--- config.mk ---
export PLATFORM = sky130hd
export DESIGN_NAME = sdram_geometry_cke_config
export DESIGN_NICKNAME = d
export VERILOG_FILES = /design/src/core/sdram_geom_pkg.sv /design/src/core/geom_if.sv /design/src/core/sdram_geom_decode.sv /design/src/core/sdram_geometry_cke_config.sv
export SDC_FILE = /design/constraint.sdc
export NUM_CORES = 1
export LEC_CHECK = 0
export BUFFER_PORTS_ARGS = -buffer_cell sky130_fd_sc_hd__buf_2
export CORE_UTILIZATION = 42
export DETAILED_ROUTE_END_ITERATION = 8
export GPL_ROUTABILITY_DRIVEN = 0
export PLACE_DENSITY = 0.77
export SLEW_MARGIN = 20
export SYNTH_ARGS = -nofsm -noshare
export SYNTH_HDL_FRONTEND = slang
export SYNTH_HIERARCHICAL = 1
export SYNTH_SLANG_ARGS = --single-unit
--- constraint.sdc ---
create_clock -name REF_CLK -period 1.2 [get_ports REF_CLK]
set_clock_uncertainty 0.05 [all_clocks]
set_input_delay 0.06 -clock REF_CLK [delete_from_list [all_inputs] [get_ports REF_CLK]]
set_output_delay 0.06 -clock REF_CLK [all_outputs]
set_load 0.01 [all_outputs]
--- src/core/sdram_geom_pkg.sv ---
// Purpose: Constants and tables for the SDRAM geometry and clock-enable
//          configuration block.
// Assumes: One word per register on a 32-bit AXI4-Lite bus.
// Notes:   Tables are indexed by the two-bit density code.
package sdram_geom_pkg;
	// ==========================================================
	// Register map
	// ==========================================================
	// Printed offsets are register indices; byte address is index * 4
	localparam logic [13:0] GEOM_IDX = 14'h1c06;
	localparam logic [13:0] BUS_IDX = 14'h1c02;
	localparam int ADDR_W = 16;

	localparam int DYN_CKE_BIT = 14;
	localparam int AUTO_PRE_BIT = 3;
	localparam int SIZE_LSB = 1;
	localparam int BUS_LSB = 1;

	localparam logic [15:0] GEOM_RESET = 16'hc010;
	// Only bits 15,14,5..0 exist; the rest read as zero
	localparam logic [15:0] GEOM_MASK = 16'hc03f;
	localparam logic [1:0] BUS_RESET = 2'h1;

	localparam logic [1:0] BUS_16 = 2'h1;
	localparam logic [1:0] BUS_32 = 2'h2;

	localparam logic [1:0] RESP_OKAY = 2'h0;
	localparam logic [1:0] RESP_SLVERR = 2'h2;

	// ==========================================================
	// Geometry tables, index = density code (128,256,512,64 Mbit)
	// ==========================================================
	localparam logic [3:0] COL16_TBL [4] = '{4'h9, 4'h9, 4'ha, 4'h8};
	localparam logic [3:0] ROW16_TBL [4] = '{4'hc, 4'hd, 4'hd, 4'hc};
	localparam logic [3:0] COL32_TBL [4] = '{4'h8, 4'h9, 4'h9, 4'h8};
	localparam logic [3:0] ROW32_TBL [4] = '{4'hc, 4'hc, 4'hd, 4'hb};
	localparam logic [1:0] BANK_W = 2'h2;
	localparam logic [1:0] SIZE_RESET = 2'h0;
endpackage : sdram_geom_pkg

--- src/core/geom_if.sv ---
// Purpose: Carries density and bus width to the decoder and widths back.
// Assumes: Same clock domain on both sides.
// Notes:   Purely combinational signals.
interface geom_if;
	logic [1:0] size;
	logic [1:0] bus_sel;
	logic [3:0] col_w;
	logic [3:0] row_w;
	logic [1:0] bank_w;
	logic bus_reserved;

	modport ctrl (output size, output bus_sel, input col_w, input row_w,
		input bank_w, input bus_reserved);
	modport dec (input size, input bus_sel, output col_w, output row_w,
		output bank_w, output bus_reserved);
endinterface : geom_if

--- src/core/sdram_geom_decode.sv ---
// Purpose: Maps density code and bus width to address widths.
// Assumes: Inputs come from registers on the same clock.
// Notes:   Reserved bus widths fall back to the 16-bit set.
module sdram_geom_decode (
	// Geometry link
	geom_if.dec g
);
	logic wide;

	always_comb
	begin
		wide = (g.bus_sel == sdram_geom_pkg::BUS_32);
		g.bus_reserved = (g.bus_sel != sdram_geom_pkg::BUS_16) && !wide;
		if (wide)
		begin
			g.col_w = sdram_geom_pkg::COL32_TBL[g.size];
			g.row_w = sdram_geom_pkg::ROW32_TBL[g.size];
		end
		else
		begin
			g.col_w = sdram_geom_pkg::COL16_TBL[g.size];
			g.row_w = sdram_geom_pkg::ROW16_TBL[g.size];
		end
		g.bank_w = sdram_geom_pkg::BANK_W;
	end
endmodule : sdram_geom_decode

--- src/core/sdram_geometry_cke_config.sv ---
// Purpose: Geometry / clock-enable configuration register with an
//          AXI4-Lite slave, driving the SDRAM clock enable and widths.
// Assumes: BUS_ACTIVE comes from controller logic on REF_CLK.
// Notes:   Outputs are registered except AWREADY, WREADY and ARREADY, which are gated from state; settings act one cycle late.
module sdram_geometry_cke_config (
	// Clock and reset
	input wire logic REF_CLK,
	input wire logic RST,
	// AXI4-Lite write address
	input wire logic [15:0] AWADDR,
	input wire logic AWVALID,
	output logic AWREADY,
	// AXI4-Lite write data
	input wire logic [31:0] WDATA,
	input wire logic [3:0] WSTRB,
	input wire logic WVALID,
	output logic WREADY,
	// AXI4-Lite write response
	output logic [1:0] BRESP,
	output logic BVALID,
	input wire logic BREADY,
	// AXI4-Lite read address
	input wire logic [15:0] ARADDR,
	input wire logic ARVALID,
	output logic ARREADY,
	// AXI4-Lite read data
	output logic [31:0] RDATA,
	output logic [1:0] RRESP,
	output logic RVALID,
	input wire logic RREADY,
	// Controller side
	input wire logic BUS_ACTIVE,
	output logic SDRAM_CLK_EN_PIN,
	output logic AUTO_PRECHARGE,
	output logic [3:0] COL_WIDTH,
	output logic [3:0] ROW_WIDTH,
	output logic [1:0] BANK_WIDTH,
	output logic WIDTH_RESERVED
);
	// ==========================================================
	// State
	// ==========================================================
	typedef struct packed {
		logic [15:0] geom;
		logic [1:0] bus_sel;
		logic aw_got;
		logic [13:0] aw_idx;
		logic w_got;
		logic [31:0] wdata;
		logic [3:0] wstrb;
		logic bvalid;
		logic [1:0] bresp;
		logic rvalid;
		logic [1:0] rresp;
		logic [31:0] rdata;
		logic cke;
		logic apre;
		logic [3:0] col;
		logic [3:0] row;
		logic [1:0] bank;
		logic wres;
	} state_type;

	localparam state_type RESET_STATE = '{
		geom: sdram_geom_pkg::GEOM_RESET,
		bus_sel: sdram_geom_pkg::BUS_RESET,
		cke: 1'b1,
		col: sdram_geom_pkg::COL16_TBL[sdram_geom_pkg::SIZE_RESET],
		row: sdram_geom_pkg::ROW16_TBL[sdram_geom_pkg::SIZE_RESET],
		bank: sdram_geom_pkg::BANK_W,
		default: '0
	};

	state_type state_ff;
	state_type nxt_state;
	geom_if g ();

	// Precharge select, shared by the next-state logic and the checks
	logic apre_bit;
	assign apre_bit = state_ff.geom[sdram_geom_pkg::AUTO_PRE_BIT];

	// ==========================================================
	// Geometry decoder
	// ==========================================================
	assign g.size = state_ff.geom[sdram_geom_pkg::SIZE_LSB +: 2];
	assign g.bus_sel = state_ff.bus_sel;

	sdram_geom_decode u_decode (
		.g(g)
	);

	// ==========================================================
	// Bus handshakes
	// ==========================================================
	// Holding off new writes while a response waits keeps one in flight
	assign AWREADY = !state_ff.aw_got && !state_ff.bvalid;
	assign WREADY = !state_ff.w_got && !state_ff.bvalid;
	assign ARREADY = !state_ff.rvalid;

	function automatic logic [15:0] merge(input logic [15:0] old,
		input logic [31:0] data, input logic [3:0] strb);
		logic [15:0] lane;
		lane = {{8{strb[1]}}, {8{strb[0]}}};
		merge = (old & ~lane) | (data[15:0] & lane);
	endfunction : merge

	// ==========================================================
	// Next state
	// ==========================================================
	always_comb
	begin
		logic [13:0] ridx;
		ridx = ARADDR[15:2];
		nxt_state = state_ff;

		if (AWVALID && AWREADY)
		begin
			nxt_state.aw_got = 1'b1;
			nxt_state.aw_idx = AWADDR[15:2];
		end
		if (WVALID && WREADY)
		begin
			nxt_state.w_got = 1'b1;
			nxt_state.wdata = WDATA;
			nxt_state.wstrb = WSTRB;
		end

		// Commit once both halves of a write are held
		if (state_ff.aw_got && state_ff.w_got)
		begin
			nxt_state.aw_got = 1'b0;
			nxt_state.w_got = 1'b0;
			nxt_state.bvalid = 1'b1;
			nxt_state.bresp = sdram_geom_pkg::RESP_OKAY;
			if (state_ff.aw_idx == sdram_geom_pkg::GEOM_IDX)
			begin
				nxt_state.geom = merge(state_ff.geom, state_ff.wdata,
					state_ff.wstrb) & sdram_geom_pkg::GEOM_MASK;
			end
			else if (state_ff.aw_idx == sdram_geom_pkg::BUS_IDX)
			begin
				if (state_ff.wstrb[0])
				begin
					nxt_state.bus_sel =
						state_ff.wdata[sdram_geom_pkg::BUS_LSB +: 2];
				end
			end
			else
			begin
				nxt_state.bresp = sdram_geom_pkg::RESP_SLVERR;
			end
		end
		else if (BVALID && BREADY)
		begin
			nxt_state.bvalid = 1'b0;
		end

		if (ARVALID && ARREADY)
		begin
			nxt_state.rvalid = 1'b1;
			nxt_state.rresp = sdram_geom_pkg::RESP_OKAY;
			nxt_state.rdata = '0;
			if (ridx == sdram_geom_pkg::GEOM_IDX)
			begin
				nxt_state.rdata[15:0] = state_ff.geom;
			end
			else if (ridx == sdram_geom_pkg::BUS_IDX)
			begin
				nxt_state.rdata[sdram_geom_pkg::BUS_LSB +: 2] =
					state_ff.bus_sel;
			end
			else
			begin
				nxt_state.rresp = sdram_geom_pkg::RESP_SLVERR;
			end
		end
		else if (RVALID && RREADY)
		begin
			nxt_state.rvalid = 1'b0;
		end

		// Clock enable: static high, or follow the bus when dynamic
		if (state_ff.geom[sdram_geom_pkg::DYN_CKE_BIT])
		begin
			nxt_state.cke = BUS_ACTIVE;
		end
		else
		begin
			nxt_state.cke = 1'b1;
		end
		nxt_state.apre = apre_bit;
		nxt_state.col = g.col_w;
		nxt_state.row = g.row_w;
		nxt_state.bank = g.bank_w;
		nxt_state.wres = g.bus_reserved;
	end

	always_ff @(posedge REF_CLK)
	begin
		if (RST)
		begin
			state_ff <= RESET_STATE;
		end
		else
		begin
			state_ff <= nxt_state;
		end
	end

	// ==========================================================
	// Outputs
	// ==========================================================
	assign BVALID = state_ff.bvalid;
	assign BRESP = state_ff.bresp;
	assign RVALID = state_ff.rvalid;
	assign RRESP = state_ff.rresp;
	assign RDATA = state_ff.rdata;
	assign SDRAM_CLK_EN_PIN = state_ff.cke;
	assign AUTO_PRECHARGE = state_ff.apre;
	assign COL_WIDTH = state_ff.col;
	assign ROW_WIDTH = state_ff.row;
	assign BANK_WIDTH = state_ff.bank;
	assign WIDTH_RESERVED = state_ff.wres;

	logic dyn;
	logic [1:0] size;
	logic wide;
	logic narrow;
	assign dyn = state_ff.geom[sdram_geom_pkg::DYN_CKE_BIT];
	assign size = state_ff.geom[sdram_geom_pkg::SIZE_LSB +: 2];
	assign wide = (state_ff.bus_sel == sdram_geom_pkg::BUS_32);
	// Reserved bus widths fall back to the 16-bit set
	assign narrow = !wide;
endmodule : sdram_geometry_cke_config

### After elaboration in Yosys (flattened, before gate mapping)

Cells that the tools add are included.

* shift-type cells: 0
* add/sub/neg operators: 0
* muxes and demuxes: 26
* eq/ne operators: 6
* reduce and logical (&&, ||, !) cells: 20
* bitwise operators: 7
* order comparisons: 1
* $mul: 0
* divide/modulo/power cells: 0

Operator list (number)
* $eq 14x13->1 const B: 4
* $mux 4: 10
* $and 16x16->16: 2
* $bmux 4 s2: 4
* $not 16->16: 1
* $or 16x16->16: 1
* $mux 13: 1
* $mux 2: 6
* $logic_and 1x1->1: 9
* $logic_not 1->1: 5
* $mux 1: 5
* $reduce_and 4->1: 1
* $reduce_bool 2->1: 2
* $reduce_or 2->1: 2
* $ge 3x3->1 const B: 1
* $not 2->3: 1
* $eq 2x2->1 const B: 1
* $ne 2x1->1 const B: 1
* $not 1->1: 2
* $reduce_and 2->1: 1

* word-level logic and storage cells: 78
* RAM bits: 0
* output and inout port bits: 54
* memories: 0
* bits of input ports: 76
* latch bits: 0
* ROM bits: 0
* bits in registers: 97

### Logic depth before layout (Yosys ltp)

Gate-level depths: netlist of the first run.

* depth after elaboration: 5
* gate-level depth with buffers: 5
* mapped depth without buffers: 5

### Modules after synthesis

Netlist of the first run, hierarchy kept.

By module, submodules not included
* sdram_geometry_cke_config: times used 1, seq. area each 1221.2 sq um, cells each 296, area an instance 2582.5 sq um
* sdram_geom_decode: times used 1, seq. area each 0.0 sq um, cells each 19, area an instance 137.6 sq um

### Worst setup path before layout of the first run

OpenSTA, ideal clock, no wires.

* path kind: register -> register
* from: register state_ff[94] in the netlist's numbering
* to: register state_ff, in the netlist g.bus_sel[0]
* setup slack: -172 ps
* required time: 1078 ps
* path buffers: 0
* arrival: 1250 ps
* setup time: 72 ps
* stages on the path, launching flop included: 5
* cells stage by stage: dfxtp_1 nor4b_4 nand4_4 nor3b_4 mux2i_1

* longest elaborated chain between the ends: 3

Ends and longest elaborated chain
* start, declared: line sdram_geometry_cke_config.sv:74 `state_type state_ff;`
* start signal, assigned: line sdram_geometry_cke_config.sv:206 `state_ff <= nxt_state;`
* $eq 14x13->1: line sdram_geometry_cke_config.sv:135 `if (state_ff.aw_idx == sdram_geom_pkg::GEOM_IDX)`
* $not 1->1 (no source line)
* $reduce_and 4->1 (no source line) *

Mark *: on every way between the ends. The rest lies on a longest branch, timed or not.
A chain may end at the register's enable or synchronous reset.

### Worst setup path in the final report of the first run

* from: register state_ff[91] in the netlist's numbering
* to: register state_ff, in the netlist g.bus_sel[1]

Same word-level chain as after synthesis.

==> flow_summary.ini, run 1 <==
[status]
status = finished with violations
violations = setup timing

[clock_network]
clock_sinks = 61
cts.root.buffer_cell = clkbuf_8
clk_latency_ns = 0.34
clockBufferDepth = 2
htree_levels = 3
cts-buffers-inserted = 9
cts_tree = built
clk_transition_reported_paths_ns = 0.06

[sta]
rsz0062_at_grt = true
hold-worst-slack_ns = 0.0324
drv_slew = 0
setup_ws_ns = -0.268
clock.fmax_mhz = 681
post-route-period-util = 1.22
period_needed_ns = 1.47
setup_tns_ns = -2.38
setup_viol = 20
hold_viol = 0

[finish]
fill_cells = 535
drive_above_1_share = 0.354
syn_to_final_growth_pct = 34.6
register_area_um2 = 1230
n_antenna_cell = 0
fin_nets = 488
final_area_um2 = 3660
multi_input_area_um2 = 1270

[synthesis]
yosysMostFrequentCell = nand2_1
synth_top_area_share = 0.449
syn-cell-area_um2 = 2720
synth_cell_types = 32
ys.flop_type = dfxtp_1
syn_area_per_cell_um2 = 8.64
ys_seq_area_frac = 0.449
synthCells = 315
synth_edf_count = 0
synth.largest_area_cell = dfxtp_1
synthTopCellsByCount = nand2_1 (69), dfxtp_1 (61), buf_4 (51)
async_flop_share = 0
yosysWarningCount = 6
ys_ff_latch = 61
synth_area_leaders = dfxtp_1 (45%), buf_4 (14%), nand2_1 (9.5%), a21oi_1 (5.7%), mux2i_1 (2.6%)

[pwr]
p_leak_nw = 1.60
cellPowerDensity_nw_per_um2 = 1190
ir_drop_v = 0.000862

[run]
maxCapViolCount = 0

[setup_path]
cp.arrival_ns = 1.68
slowest_stage = nor4b_4
start_kind = flip-flop
crit_chain = nor4b_4 > nand4_4 > nor3b_4 > mux2i_1
critical_path_class = reg -> reg
max_stage_delay_ns = 0.36
rr_startpoint = state_ff[91]
required_ns = 1.41
crit_path_end_kind = flip-flop
worst-path-max-fanout = 3
startpoint = state_ff[91]

[routing]
dr_total_vias = 2235
viasPerCell = 4.59
drt_iter0_drc = 78
wl_per_cell_um = 11.8
drc = 0
antenna_left = 0
drt_first_pass_iters = 4
totalWireLength_um = 5740

[grt]
grt_max_degree = 52
grt_pass1_vias = 2037
grt_pass1_wl_um = 8950
grt-ovfl-total = 0
antenna_found_initial = 0
grt.total_usage = 0.181

[worst_hold_path]
min_from = RST
hp-class = in -> reg

[floorplan]
die_h_um = 82.5
ios = 130
initial_utilization = 0.446
std_cell_rows = 28
die_w_um = 82.5
die_area_um2 = 6800
coreArea_um2 = 6100

[placement]
place_area_um2 = 3030
portBuffers = 73
dp_hpwl_um = 3790
[worst max-delay path, delay by kind of cell (launching register included)]
family	cells	cell delay [ns]
multiplexers	1	0.22
flip-flops	1	0.33
AND/OR/NAND/NOR	3	0.79
[cells in the final DEF, fill, tap and decap left out, types with 8 or more instances in the layout]
cell | netlist | final
nand2_1 | 69 | 66
a21oi_1 | 31 | 27
dlygate4sd3_1 | 0 | 29
clkbuf_8 | 0 | 11
inv_1 | 9 | 9
dfxtp_1 | 61 | 55
conb_1 | 3 | 31
nor2b_1 | 8 | 8
buf_2 | 3 | 72
[path summary, 6_finish.rpt]
| kind | cells past startpoint | slack [ns] | endpoint |
|---|---|---|---|
| worst max register to register | 4 | -0.27 | g.bus_sel[1] |
| worst min-delay path | 4 | 0.03 | RRESP[1] |
| worst max-delay path | 4 | -0.27 | g.bus_sel[1] |
| worst min register to register | 2 | 0.40 | state_ff[57] |
[stage by stage]
| stage | power (mW) | util | std cells | worst slack (ns) |
|---|---|---|---|---|
| floorplan | 2.54 | - | 343 | -0.149 |
| global placement | 2.66 | 0.497 | 442 | -0.193 |
| detailed placement | 2.67 | 0.497 | 442 | -0.262 |
| CTS | 4.34 | 0.587 | 486 | -0.280 |
| global route | 4.59 | 0.601 | 487 | -0.372 |
| finish | 4.34 | 0.601 | 487 | -0.268 |
[layer usage]
layer / track usage / wire length, um / up-vias / share of wire
met2: 0.324 / 3130 / 64 / 0.55
met5: 0 / 0 / - / 0
li1: - / - / 1138 / -
met4: 0.0632 / 71 / 0 / 0.012
met3: 0.0780 / 330 / 7 / 0.057
met1: 0.188 / 2210 / 1026 / 0.38
[cell type report]
type | instances | share of cell area
Timing Repair Buffer | 118 | 0.236
Tap cell | 75 | 0.0256
Inverter | 9 | 0.00923
Sequential cell | 61 | 0.336
Multi-Input combinational cell | 209 | 0.347
Clock buffer | 13 | 0.0434
Clock inverter | 2 | 0.00273
[kinds of logic (layout without fill, tap and decap cells)]
group	count (synthesis)	in the layout	synth area share
flip-flops	61	61	0.449
multiplexers	9	9	0.0340
other	3	31	0.00414
AND/OR/NAND/NOR	121	121	0.233
buffers and inverters	73	142	0.172
adder cells (fa/ha/maj)	4	4	0.0184
AO/OA/AOI/OAI	44	44	0.0892
[power by group]
group          total [mW]  switching [mW]  leakage [nW]  internal [mW]
clock network        1.56           0.721        0.0893          0.844
registers            2.16          0.0509         0.501           2.11
logic               0.618           0.300          1.01          0.318
total                4.34            1.07          1.60           3.27
[what timing repair did]
item                       in CTS  in global routing
hold buffers                   29                  0
hold endpoints to repair       29                  0
setup endpoints to repair      33                 47
gates resized for setup        26                 14
cloned                          0                  1
buffers inserted                0                  0
pin swaps                      15                  9
Power figures use the tool's default switching activity.
==> run 2: changes to the inputs <==
- RECOVER_POWER: unset -> 50
==> run 2 against run 1 <==
  * Hold slack improved by 0.0062 ns
  * Critical path depth stayed put
  * Register-to-register slack about the same
  * The run still ends with setup timing left
  * Clock power barely moved
  * Via count grew 0.45%
  * Setup slack better by 0.0012 ns
  * Final cell count stayed put
  * Critical endpoint unchanged
  * Fmax hardly changed
==> flow_summary.ini, run 2 (synthesis gave the netlist of run 1 again) <==
[finish]
n_antenna_cell = 0
syn_to_final_growth_pct = 33.0
fin_nets = 488
drive_above_1_share = 0.291
layout_common_cells = nand2_1 (66), dfxtp_1 (56), buf_2 (49)
utilization = 0.594
final_common_cell = nand2_1
instances_no_fill = 487

[placement]
dp_hpwl_um = 3790
dp.cells = 442
portBuffers = 73

[setup_path]
r2r_slack_ns = -0.27
cp.arrival_ns = 1.68
required_ns = 1.41
critical_path_class = reg -> reg
rr_startpoint = state_ff[91]
crit_chain = nor4b_4 > nand4_4 > nor3b_4 > mux2i_1
worst-path-max-fanout = 3
rr_worst_depth = 4
crit_path_end_kind = flip-flop
max_stage_delay_ns = 0.36
slowest_stage = nor4b_4
start_kind = flip-flop
r2r_end = g.bus_sel[1]

[routing]
viasPerCell = 4.61
dr_total_vias = 2245
wl_per_cell_um = 11.8
drc = 0
antenna_left = 0
drt_first_pass_iters = 4
totalWireLength_um = 5760
drt_iter0_drc = 78

[clock_network]
clk_transition_reported_paths_ns = 0.06
cts.root.buffer_cell = clkbuf_8
clock_sinks = 61
cts-buffers-inserted = 9
clk_latency_ns = 0.33
cts_setup_buffers = 0
htree_levels = 3
clockBufferDepth = 2
cts_tree = built

[pwr]
ir_drop_v = 0.000849
cellPowerDensity_nw_per_um2 = 1200
p_leak_nw = 1.51

[floorplan]
initial_utilization = 0.446
coreArea_um2 = 6100
ios = 130
die_h_um = 82.5
die_area_um2 = 6800
die_w_um = 82.5
std_cell_rows = 28

[sta]
period_needed_ns = 1.47
post-route-period-util = 1.22
clock.fmax_mhz = 682
rsz0062_at_grt = true
setup_viol = 33
setup_ws_ns = -0.267
drv_slew = 0
hold_viol = 0

[worst_hold_path]
worstHoldEndpoint = RRESP[1]
hp-class = in -> reg
min_from = RST
hold_depth = 4

[status]
status = finished with violations
violations = setup timing

[grt]
grt_max_degree = 52
grt-ovfl-total = 0
grt_pass1_wl_um = 8950
grt.total_usage = 0.181
grt_pass1_vias = 2037
antenna_found_initial = 0

[run]
maxCapViolCount = 0
==> run 2: cell types whose count changed in the layout (fill, tap and decap cells not counted) <==
cell / previous run / this run
dfxtp_4: 1 / 0
buf_6: 5 / 4
clkbuf_1: 2 / 26
ha_1: 2 / 3
dfxtp_1: 55 / 56
ha_2: 1 / 0
buf_2: 72 / 49
==> run 2: metrics by stage <==
stage	total power, mW	instance area [um^2]	TNS (ns)	setup slack (ns)	hold WS [ns]
floorplan	2.54	2850	-0.893	-0.149	0.0988
global placement	2.66	3030	-2.07	-0.193	0.183
detailed placement	2.67	3030	-3.27	-0.262	0.194
CTS	4.34	3580	-2.70	-0.280	0.0179
global route	4.58	3620	-5.00	-0.372	0.0245
finish	4.33	3620	-2.64	-0.267	0.0386
==> run 2: worst max path at each step <==
stage,startpoint,cells past startpoint,to,slack [ns]
2_1_floorplan,state_ff[91],4,g.bus_sel[0],-0.15
3_3_place_gp,state_ff[91],4,g.bus_sel[0],-0.19
3_5_place_dp,state_ff[91],4,g.bus_sel[1],-0.26
4_1_cts,state_ff[91],4,g.bus_sel[1],-0.28
5_1_grt,state_ff[91],4,g.bus_sel[1],-0.37
6_report,state_ff[91],4,g.bus_sel[1],-0.27
==> run 2: area by class of cell <==
class,instances,area (um^2)
multi-input cells,209,1270
well taps,75,93.8
inverters,9,33.8
flip-flops and latches,61,1230
clock inverters,2,10.0
clock buffers,13,159
repair buffers,118,828
fillers,552,2480
==> run 2: per-layer routing <==
metal  GRT usage  vias to the layer above  share of wire
li1            -                     1140              -
met1       0.188                     1028           0.39
met2       0.324                       71           0.54
met3      0.0780                        6          0.058
met4      0.0632                        0         0.0087
met5           0                        -              0
==> run 2: critical path: cells and delay by family, from the launching register on <==
family / cells / cell delay [ns]
flops: 1 / 0.33
mux: 1 / 0.22
simple gates: 3 / 0.79
==> run 2: timing repair <==
item	in CTS	in global routing
gates cloned	0	1
endpoints found under the setup margin	33	47
pin swaps	15	9
hold buffers	29	0
endpoints found under the hold margin	29	0
resized for setup	26	14
==> run 2: where the power goes <==
part / switching, mW / total, mW / internal [mW]
registers: 0.0511 / 2.16 / 2.11
clock network: 0.714 / 1.56 / 0.844
logic: 0.300 / 0.610 / 0.309
total: 1.07 / 4.33 / 3.26
==> run 3: changes to the inputs <==
--- a/config.mk
+++ b/config.mk
@@ -12,4 +12,5 @@
 export PLACE_DENSITY = 0.77
 export RECOVER_POWER = 50
+export REMOVE_ABC_BUFFERS = 1
 export SLEW_MARGIN = 20
 export SYNTH_ARGS = -nofsm -noshare
==> constraint.sdc (replaced) <==
create_clock -name REF_CLK -period 1.2 [get_ports REF_CLK]
set_clock_uncertainty 0.05 [all_clocks]
set_input_delay 0.24 -clock REF_CLK [delete_from_list [all_inputs] [get_ports REF_CLK]]
set_output_delay 0.24 -clock REF_CLK [all_outputs]
set_load 0.01 [all_outputs]
==> run 3 against run 2 <==
  * The flow still finishes with violations (setup timing)
  * Die area did not move
  * Sequential power barely moved
  * Via count fell by 3.8%
  * Flip-flop and latch count did not move
  * Wire length rose by 0.89%
  * Clock-buffer cell count fell by 4
  * Critical endpoint is now g.bus_sel[0]
==> flow_summary.ini, run 3 (synthesis gave the netlist of run 1 again) <==
[status]
status = finished with violations
violations = setup timing

[sta]
hold_viol = 0
maxSlewHeadroom = 0.624
period_needed_ns = 1.47
tightest_slew_ns = 0.564
post-route-period-util = 1.22
setup_viol = 24
setup_ws_ns = -0.270
rsz0062_at_grt = true
clock.fmax_mhz = 680
drv_slew = 0
setup_tns_ns = -2.90

[setup_path]
required_ns = 1.41
critical_path_class = reg -> reg
r2r_slack_ns = -0.27
slowest_stage = nor4b_4
max_stage_delay_ns = 0.36
crit_family = simple AND/OR/NAND/NOR gates
path_buf_inv = 0
crit_chain = nor4b_4 > nand4_4 > nor3b_4 > mux2i_1
worst-path-max-fanout = 3
cp.arrival_ns = 1.68
crit_path_end_kind = flip-flop
start_kind = flip-flop

[placement]
dp_hpwl_um = 3950
pre_cts_ws_ns = -0.280
portBuffers = 73

[grt]
grt_max_degree = 16
grt.total_usage = 0.168
grt-ovfl-total = 0
grt_pass1_vias = 1972
antenna_found_initial = 0
grt_pass1_wl_um = 8380

[finish]
register_area_um2 = 1230
utilization = 0.578
drive_above_1_share = 0.419
syn_to_final_growth_pct = 29.5
n_antenna_cell = 0
final_common_cell = buf_2
fin_nets = 474
fill_cells = 559
layout_common_cells = buf_2 (68), nand2_1 (64), dfxtp_1 (55)
multi_input_area_um2 = 1300

[pwr]
p_leak_nw = 1.56
cellPowerDensity_nw_per_um2 = 1340
ir_drop_v = 0.000747
power.total_mw = 4.70

[floorplan]
ios = 130
die_area_um2 = 6800
initial_utilization = 0.446
die_h_um = 82.5
coreArea_um2 = 6100
die_w_um = 82.5
std_cell_rows = 28

[routing]
viasPerCell = 4.56
drt_iter0_drc = 49
dr_total_vias = 2160
drt_first_pass_iters = 6
wl_per_cell_um = 12.2
totalWireLength_um = 5810
antenna_left = 0
drc = 0

[clock_network]
cts_tree = built
cts-buffers-inserted = 9
cts.root.buffer_cell = clkbuf_8
clockBufferDepth = 2
clock_sinks = 61
clk_latency_ns = 0.33
clk_transition_reported_paths_ns = 0.07
hold_buffers = 0
htree_levels = 3

[run]
maxCapViolCount = 0

[worst_hold_path]
hp-class = in -> reg
## run 3: cell type report
| type | instances | area share |
|---|---|---|
| Sequential cell | 61 | 0.350 |
| Timing Repair Buffer | 102 | 0.183 |
| Multi-Input combinational cell | 211 | 0.370 |
| Clock buffer | 9 | 0.0352 |
| Inverter | 9 | 0.00959 |
| Tap cell | 75 | 0.0266 |
| Clock inverter | 7 | 0.0256 |
## run 3: path summary, 6_finish.rpt
check,start,end,cells past startpoint
max reg2reg,state_ff[88],g.bus_sel[0],4
max,state_ff[88],g.bus_sel[0],4
min reg2reg,state_ff[98],state_ff[98],2
min,RREADY,RVALID,2
## run 3: power by group
group          internal, mW  switching [mW]  total [mW]
registers              2.11          0.0555        2.16
logic                 0.280           0.306       0.586
clock network          1.16           0.802        1.96
## run 3: per-stage QoR
stage / area, um^2 / hold WS (ns) / cells
2_1_floorplan: 2390 / 0.259 / 279
3_3_place_gp: 3050 / 0.379 / 451
3_5_place_dp: 3050 / 0.386 / 451
4_1_cts: 3450 / 0.0221 / 472
5_1_grt: 3520 / 0.0119 / 474
6_report: 3520 / 0.0422 / 474
## run 3: per-layer routing
layer / track usage / wire length, um / up-vias
met5: 0 / 0 / -
met4: 0.0667 / 48 / 0
met3: 0.0604 / 345 / 7
met2: 0.290 / 2970 / 76
met1: 0.187 / 2440 / 961
li1: - / - / 1116
## run 3: what timing repair did
| action | in CTS | in global routing |
|---|---|---|
| gates cloned | 0 | 3 |
| pin swaps | 24 | 12 |
| setup endpoints to repair | 48 | 51 |
| setup buffers | 5 | 1 |
| gates resized for setup | 40 | 26 |
